==> src/rtl/tcs_regs.svh <==
// Register offsets, field positions and timing constants
`ifndef TCS_REGS_SVH
`define TCS_REGS_SVH
`define TCS_CLK_NS      100'd10
`define TCS_SEC_NS      100'd1000000000
`define TCS_PFAIL_NS    100'd30000000
`define TCS_A_CFG       8'h00
`define TCS_A_SETT      8'h04
`define TCS_A_CODE      8'h08
`define TCS_A_UNLK      8'h0c
`define TCS_A_TIME      8'h10
`define TCS_A_SYNC      8'h14
`define TCS_A_SCHED     8'h18
`define TCS_A_STAT      8'h28
`define TCS_A_TCNT      8'h2c
`define TCS_CFG_CLOCK   0
`define TCS_CFG_FMT24   1
`define TCS_CFG_DOWN    2
`define TCS_CFG_REPEAT  3
`define TCS_CFG_LTRE    14
`define TCS_CFG_EN1     15
`define TCS_CFG_EN2     16
`define TCS_CFG_FSMASK  17'h1bffc
`define TCS_CFG_RST     17'h00000
`define TCS_CODE_OPEN   16'h0000
`define TCS_HDAY        5'h18
`define TCS_HHALF       5'h0c
`define TCS_MLAST       6'h3b
`endif

==> src/rtl/tcs_pkg.sv <==
// Shared types of the timer and clock supervisor
package tcs_pkg;
    typedef enum logic [2:0] {
        TS_READY, TS_RUN, TS_PAUSE, TS_DONE, TS_FSAFE
    } tcs_tstate_t;
endpackage

==> src/rtl/tcs_top.sv <==
// Timer and time-of-day clock supervisor with register port
`include "tcs_regs.svh"
module tcs_top #(
    parameter int TICK_CYC  = int'(`TCS_SEC_NS / `TCS_CLK_NS),
    parameter int PFAIL_CYC = int'(`TCS_PFAIL_NS / `TCS_CLK_NS)
) (
    input  wire logic        i_core_clk,
    input  wire logic        i_srst,
    input  wire logic [7:0]  i_addr,
    input  wire logic [31:0] i_wdata,
    input  wire logic        i_wr,
    input  wire logic        i_rd,
    input  wire logic        i_start,
    input  wire logic        i_stop,
    input  wire logic        i_local_reset,
    input  wire logic        i_contact,
    input  wire logic        i_supply_ok,
    output logic      [31:0] o_rdata,
    output logic             o_out1,
    output logic             o_out2,
    output logic      [4:0]  o_hour,
    output logic      [5:0]  o_min,
    output logic      [5:0]  o_sec,
    output logic             o_pm,
    output logic             o_flash,
    output logic             o_sync_active
);
    localparam int PW = $clog2(TICK_CYC + 1);
    localparam int FW = $clog2(PFAIL_CYC + 1);

    typedef struct packed {
        logic [16:0]       cfg;
        logic [16:0]       sett;
        logic [15:0]       code;
        logic              unlk;
        tcs_pkg::tcs_tstate_t tst;
        logic [16:0]       tcnt;
        logic [4:0]        hh;
        logic [5:0]        mm;
        logic [5:0]        ss;
        logic              cset;
        logic              cprev;
        logic [FW-1:0]     pf;
        logic [3:0][21:0]  sched;
        logic [16:0]       sync;
        logic              o1;
        logic              o2;
        logic [4:0]        dhour;
        logic              pm;
        logic [31:0]       rdata;
        logic [PW-1:0]     pre;
    } tcs_state_t;

    tcs_state_t st_r, st_nxt;
    logic tick, clk_mode, tdown, trst, open_code;
    logic [16:0] tend;
    logic [10:0] now_hm;
    logic [1:0]  outv;

    assign tick      = st_r.pre == PW'(TICK_CYC - 1);
    assign clk_mode  = st_r.cfg[`TCS_CFG_CLOCK];
    assign open_code = st_r.code == `TCS_CODE_OPEN;

    always_comb begin
        st_nxt = st_r;
        st_nxt.rdata = '0;
        st_nxt.pre = tick ? '0 : st_r.pre + PW'(1);
        // Registers
        if (i_wr) begin
            unique case (i_addr)
                `TCS_A_CFG: begin
                    if (!i_wdata[`TCS_CFG_CLOCK] &&
                        ((i_wdata[16:0] ^ st_r.cfg) & `TCS_CFG_FSMASK) != '0)
                        st_nxt.tst = tcs_pkg::TS_FSAFE;
                    st_nxt.cfg = i_wdata[16:0];
                end
                `TCS_A_SETT: st_nxt.sett = i_wdata[16:0];
                // code changes only when access is open
                `TCS_A_CODE: if (st_r.unlk || open_code)
                    st_nxt.code = i_wdata[15:0];
                `TCS_A_UNLK: st_nxt.unlk = i_wdata[15:0] == st_r.code;
                `TCS_A_SYNC: st_nxt.sync = {i_wdata[20:16], i_wdata[13:8],
                                            i_wdata[5:0]};
                default: begin
                    if (i_addr >= `TCS_A_SCHED && i_addr < `TCS_A_STAT)
                        st_nxt.sched[i_addr[3:2] - 2'(`TCS_A_SCHED >> 2)] =
                            {i_wdata[26:16], i_wdata[10:0]};
                end
            endcase
        end
        // Direction and end point follow the committed configuration
        tdown = st_nxt.cfg[`TCS_CFG_DOWN];
        tend  = tdown ? '0 : st_nxt.sett;
        trst  = (!clk_mode && i_contact) ||
                (i_local_reset && st_r.cfg[`TCS_CFG_LTRE]);
        // Timer
        if (!clk_mode) begin
            unique case (st_nxt.tst)
                tcs_pkg::TS_READY: begin
                    // no start on zero set time
                    // Load the start point so a down count never wraps
                    if (i_start && st_r.sett != '0) begin
                        st_nxt.tst  = tcs_pkg::TS_RUN;
                        st_nxt.tcnt = tdown ? st_r.sett : '0;
                    end
                end
                tcs_pkg::TS_RUN: begin
                    if (i_stop)
                        st_nxt.tst = tcs_pkg::TS_PAUSE;
                    else if (tick) begin
                        st_nxt.tcnt = tdown ? st_r.tcnt - 17'h1
                                            : st_r.tcnt + 17'h1;
                        if (st_nxt.tcnt == tend)
                            st_nxt.tst = st_r.cfg[`TCS_CFG_REPEAT]
                                ? tcs_pkg::TS_READY : tcs_pkg::TS_DONE;
                        if (st_nxt.tcnt == tend &&
                            st_r.cfg[`TCS_CFG_REPEAT])
                            st_nxt.tcnt = tdown ? st_r.sett : '0;
                    end
                end
                tcs_pkg::TS_PAUSE:
                    if (i_start) st_nxt.tst = tcs_pkg::TS_RUN;
                tcs_pkg::TS_DONE: st_nxt.tst = tcs_pkg::TS_DONE;
                tcs_pkg::TS_FSAFE: st_nxt.tcnt = tend;
            endcase
            if (trst) begin
                st_nxt.tst  = tcs_pkg::TS_READY;
                st_nxt.tcnt = tdown ? st_nxt.sett : '0;
            end
        end
        // Clock
        st_nxt.cprev = i_contact;
        if (clk_mode) begin
            if (i_contact) begin
                {st_nxt.hh, st_nxt.mm, st_nxt.ss} = st_r.sync;
            end else if (st_r.cprev) begin
                st_nxt.cset = 1'b1;
            end else if (i_wr && i_addr == `TCS_A_TIME &&
                         (st_r.unlk || open_code)) begin
                st_nxt.hh   = i_wdata[20:16];
                st_nxt.mm   = i_wdata[13:8];
                st_nxt.ss   = i_wdata[5:0];
                st_nxt.cset = 1'b1;
            end else if (tick && st_r.cset) begin
                st_nxt.ss = st_r.ss + 6'h1;
                if (st_r.ss == `TCS_MLAST) begin
                    st_nxt.ss = '0;
                    st_nxt.mm = st_r.mm + 6'h1;
                    if (st_r.mm == `TCS_MLAST) begin
                        st_nxt.mm = '0;
                        st_nxt.hh = st_r.hh + 5'h1;
                        if (st_r.hh == `TCS_HDAY - 5'h1)
                            st_nxt.hh = '0;
                    end
                end
            end
        end
        // long supply dip loses the time
        st_nxt.pf = i_supply_ok ? '0 :
                    (st_r.pf == FW'(PFAIL_CYC) ? st_r.pf : st_r.pf + FW'(1));
        if (st_nxt.pf == FW'(PFAIL_CYC))
            st_nxt.cset = 1'b0;
        now_hm = {st_nxt.hh, st_nxt.mm};
        outv = {st_r.o2, st_r.o1};
        for (int k = 0; k < 2; k++) begin
            for (int p = 0; p < 2; p++) begin
                if (st_nxt.ss == '0 && st_nxt.ss != st_r.ss) begin
                    if (now_hm == st_r.sched[2*k+p][10:0]) outv[k] = 1'b1;
                    if (now_hm == st_r.sched[2*k+p][21:11]) outv[k] = 1'b0;
                end
            end
        end
        if (!clk_mode)
            outv = {st_nxt.tst == tcs_pkg::TS_DONE,
                    st_nxt.tst == tcs_pkg::TS_RUN};
        st_nxt.o1 = outv[0] && st_r.cfg[`TCS_CFG_EN1];
        st_nxt.o2 = outv[1] && st_r.cfg[`TCS_CFG_EN2];
        st_nxt.pm = st_nxt.hh >= `TCS_HHALF;
        st_nxt.dhour = st_nxt.hh;
        if (!st_r.cfg[`TCS_CFG_FMT24]) begin
            if (st_nxt.hh == '0)
                st_nxt.dhour = `TCS_HHALF;
            else if (st_nxt.hh > `TCS_HHALF)
                st_nxt.dhour = st_nxt.hh - `TCS_HHALF;
        end
        if (i_rd) begin
            unique case (i_addr)
                `TCS_A_CFG:  st_nxt.rdata = {15'h0, st_r.cfg};
                `TCS_A_SETT: st_nxt.rdata = {15'h0, st_r.sett};
                `TCS_A_TIME: st_nxt.rdata = {11'h0, st_r.hh, 2'h0,
                                             st_r.mm, 2'h0, st_r.ss};
                `TCS_A_STAT: st_nxt.rdata = {24'h0, i_contact, st_r.o2,
                                             st_r.o1, st_r.unlk, st_r.cset,
                                             st_r.tst};
                `TCS_A_TCNT: st_nxt.rdata = {15'h0, st_r.tcnt};
                default:     st_nxt.rdata = '0;
            endcase
        end
        if (i_srst) begin
            st_nxt = '0;
            st_nxt.cfg = `TCS_CFG_RST;
            // Twelve hour face never shows zero
            st_nxt.dhour = `TCS_HHALF;
        end
    end

    always_ff @(posedge i_core_clk) begin
        st_r <= st_nxt;
    end

    assign o_rdata       = st_r.rdata;
    assign o_out1        = st_r.o1;
    assign o_out2        = st_r.o2;
    assign o_hour        = st_r.dhour;
    assign o_min         = st_r.mm;
    assign o_sec         = st_r.ss;
    assign o_pm          = st_r.pm;
    assign o_flash       = clk_mode && !st_r.cset;
    assign o_sync_active = clk_mode && st_r.cprev;
endmodule // tcs_top

==> config.mk <==
export PLATFORM = sky130hd
export DESIGN_NAME = tcs_top
export DESIGN_NICKNAME = d
export VERILOG_FILES = /design/src/rtl/tcs_pkg.sv /design/src/rtl/tcs_top.sv
export VERILOG_INCLUDE_DIRS = /design/src /design/src/rtl
export SDC_FILE = /design/constraint.sdc
export NUM_CORES = 1
export LEC_CHECK = 0
export ABC_CLOCK_PERIOD_IN_PS = 11700
export BUFFER_PORTS_ARGS = -buffer_cell sky130_fd_sc_hd__buf_2
export CAP_MARGIN = 25
export CORE_ASPECT_RATIO = 0.8
export CORE_MARGIN = 4
export CORE_UTILIZATION = 36
export CTS_BUF_LIST = sky130_fd_sc_hd__clkbuf_8
export DETAILED_ROUTE_END_ITERATION = 8
export GPL_ROUTABILITY_DRIVEN = 0
export GPL_TIMING_DRIVEN = 0
export PLACE_DENSITY_LB_ADDON = 0.1
export SLEW_MARGIN = 5
export SYNTH_ARGS = -nofsm -noshare
export SYNTH_HDL_FRONTEND = slang
export SYNTH_SLANG_ARGS = --single-unit
==> constraint.sdc <==
create_clock -name i_core_clk -period 11.7 [get_ports i_core_clk]
set_clock_uncertainty 0.1 [all_clocks]
set_input_delay 3.51 -clock i_core_clk [delete_from_list [all_inputs] [get_ports i_core_clk]]
set_output_delay 3.51 -clock i_core_clk [all_outputs]
set_load 0.02 [all_outputs]
==> metrics <==
outcome=complete, no violations; Critical R2R Launch=st_r[269]$_SDFF_PP0_; starting density of the core=36.40%; register area share after synthesis=32.90%; vias in the first global route=around 16k; HPWL after detailed placement=approximately 50,000 um; Post-route DRC=0; Synth Area in Simple Gates=between 20% and 30%; CP max FO=17; Die X=248.2 um; global-route wire length before repair=roughly 100,000 um; gr usage total=between 20% and 30%; Via-to-Cell Ratio=5.712; post-synthesis async set-or-reset flop share=0%; met3 Usage GRT=4.912%; # fillers=approximately 4.7k; f_max=96.57 MHz; I/O pins=103; Final Slew Violations=0; flop2flop setup slack=slightly above 5 ns; post-synthesis mux area share=6.839%; max cap viols=0; cts bufs inserted=between 40 and 50; Worst VDD drop=roughly 0.067 mV; Global Route met1 Usage=36.74%; Layout area overhead=14.71%; Clk Tree Root Cell=clkbuf_8; post-route setup TNS=0 ns; CTS resizes=0; hold slack=roughly 0.36 ns; headroom to the max-slew limit=between 20 and 25%; largest family of logic cells by synthesized area=simple AND/OR/NAND/NOR gates; CP Data Arrival Time=between 10 and 15 ns; Final #Nets=2,320; vias=between 15k and 20k; Mapped Cells=2,100; total of warnings raised by yosys=0; Period minus WS final=10.36 ns; area occupied by registers=0.005465 mm^2; initial antenna violation count=0; number of library cell types mapped by synthesis=100; largest net degree at the start of global routing=18; Die H=200.1 um; clk sink count=273; CP Launch Type=primary input; met2 global-route usage=40.23%; crit path from=i_addr[5]; r2r endpoint=st_r[231]$_SDFF_PP0_; clock latency on the worst-skew pair=0.65 ns; number of DRC markers in iteration 0=1,992; Core Area=0.04563 mm^2; share of layout cells above drive strength 1=12.69%; Critical Setup Path Class=primary input to flip-flop; CTS tree=built; clock buffer depth=3; cell count of the worst reg-to-reg path=19; Slew @ Worst Pin=1.136 ns; Critical Path Sink Type=flip-flop; Cell Area, Synth=0.01661 mm^2; DRT Pass-1 Iters=8; Multi-input gate area=0.01004 mm^2; Setup Fix Bufs, Post-CTS=0; DRT antenna net count=0; total power=0.002107 W; leak pwr=~7.2 nW; H-tree depth=2; Post-synth EDFFs=0; Congestion Overflow GR=0; CP endpoint=st_r[231]$_SDFF_PP0_; die area=0.04966 mm^2; RSZ-0062 raised after global routing=false; final hold violations=0; setup violators final=0; cts hold-fix bufs=0; Compound-Gate Fraction of Synth Area=17.95%; Rows=70; Final period util=between 80% and 90%; Post-Synth XOR/XNOR Area=8.723%; Total Wirelength=~67,000 um; PortBufs=75; GRT Max-Usage Layer=met2; worst path required time=12.17 ns; adder-cell share of the synthesized area=1.853%; Primary FF master, synth=dfxtp_1; power density over cell area=about 110 mW/mm^2; total inserted antenna cells=0; Avg Cell Area, Syn=around 7.9 um^2; Hold Crit Class=flip-flop to flip-flop; Synth Register Bits=~270; wire length per cell=23.14 um; clock-pin slew on the worst setup and hold paths=around 0.080 ns
## worst min path at each step
stage / from / to / depth (start not counted)
after global routing: st_r[99]$_SDFFE_PP0P_ / st_r[99]$_SDFFE_PP0P_ / 2
final: st_r[70]$_SDFFE_PP0P_ / st_r[70]$_SDFFE_PP0P_ / 2
after floorplan: st_r[0]$_SDFF_PP0_ / st_r[0]$_SDFF_PP0_ / 1
after global placement: st_r[70]$_SDFFE_PP0P_ / st_r[70]$_SDFFE_PP0P_ / 2
after CTS: st_r[70]$_SDFFE_PP0P_ / st_r[70]$_SDFFE_PP0P_ / 2
after detailed placement: st_r[70]$_SDFFE_PP0P_ / st_r[70]$_SDFFE_PP0P_ / 2
## sequential cells by signal, indices dropped and copies added, names as in the netlist
register and flops:
clk_mode 1, o_out2 1, o_pm 1, o_rdata 21
o_hour 5, o_sec 6, o_min 6, o_out1 1
st_r 231
## worst max-delay path: stages
cell and delay, ns:
buf_2 0.15, nor4_4 0.62, nand3_2 0.37, mux2i_2 0.30, inv_2 0.17, buf_2 0.32
clkbuf_1 0.45, clkbuf_1 0.48, buf_8 0.24, ha_1 0.24, buf_2 0.17, a21oi_1 0.22
o211ai_1 0.17, a311oi_1 0.60, xor3_1 0.43, or4_1 0.51, o211ai_1 0.18, and4_1 0.35
nand4_1 0.18, a2111oi_0 0.77, inv_1 0.21, a21oi_1 0.16
## where the power goes
| part | internal [W] | switching, W |
|---|---|---|
| Combinational | 0.0000281 | 0.0000877 |
| Sequential | 0.000933 | 0.00000364 |
| Clock | 0.000608 | 0.000447 |
| Total | 0.00157 | 0.000539 |
## cells in the final DEF (no fill, tap or decap), types with 12 or more instances in the layout
cell type,count
a211oi_1,14
nand3_1,63
buf_2,94
clkbuf_8,65
nor2_1,261
a21oi_1,163
xnor2_1,66
o22ai_1,12
nor4_1,31
dfxtp_1,273
nor2b_1,12
nor3_1,63
clkbuf_1,106
a22oi_1,33
xor2_1,87
a31oi_1,15
mux2i_1,95
nand4_1,41
a222oi_1,17
and3_1,17
nand2_1,240
and2_1,27
buf_4,57
a221oi_1,22
o21ai_1,16
ha_1,23
o21ai_0,51
inv_1,65
## synthesized netlist by cell type, types with 12 or more instances
library cell / number / area (um^2)
mux2i_1: 95 / 950.9
a222oi_1: 17 / 170.2
nand2_1: 240 / 900.9
buf_4: 56 / 420.4
nor3_1: 63 / 315.3
nor2_1: 261 / 979.7
xnor2_1: 66 / 578.1
a21oi_1: 163 / 815.8
o22ai_1: 12 / 75.07
clkbuf_1: 106 / 397.9
and3_1: 17 / 106.4
xor2_1: 87 / 762.0
o21ai_1: 17 / 85.08
inv_1: 52 / 195.2
ha_1: 23 / 287.8
nor4_1: 31 / 193.9
nand3_1: 63 / 315.3
nand4_1: 41 / 256.5
a211oi_1: 14 / 105.1
and2_1: 27 / 168.9
dfxtp_1: 273 / 5465
buf_2: 16 / 80.08
a221oi_1: 22 / 192.7
o21ai_0: 51 / 255.2
nor2b_1: 12 / 75.07
a22oi_1: 33 / 247.7
a31oi_1: 15 / 93.84
## per-layer routing
metal | vias to the layer above | wire length (um) | share of wire [%]
met5 | - | 0 | 0
met4 | 0 | 2522 | 3.8
met3 | 161 | 5457 | 8.1
met2 | 749 | 29170 | 43
met1 | 7901 | 29910 | 45
li1 | 7742 | - | -
## layout make-up
class / count / share of cell area (%)
Buffer: 188 / 4.990
Clock buffer: 65 / 4.695
Clock inverter: 25 / 1.294
Inverter: 53 / 1.044
Multi-Input combinational cell: 1596 / 52.68
Sequential cell: 273 / 28.68
Tap cell: 612 / 4.019
Timing Repair Buffer: 86 / 2.600
## logic make-up after synthesis
logic type      count (synthesis)
flops                         273
buf+inv                       241
xor+xnor                      158
mux                           110
simple gates                  839
compound gates                454
fa+ha+maj                      24
other cells                     1
## metrics by stage
step / instance area (um^2) / cells / utilization [%] / setup WS (ns)
detailed placement: 17890 / 2805 / 39.20 / 0.7793
global route: 19050 / 2898 / 41.76 / 1.001
global placement: 17790 / 2797 / 38.99 / 0.2346
CTS: 19030 / 2895 / 41.70 / 1.450
finish: 19050 / 2898 / 41.76 / 1.345
floorplan: 16650 / 2110 / - / 2.387
No activity file was read; power rests on OpenSTA's default activity.
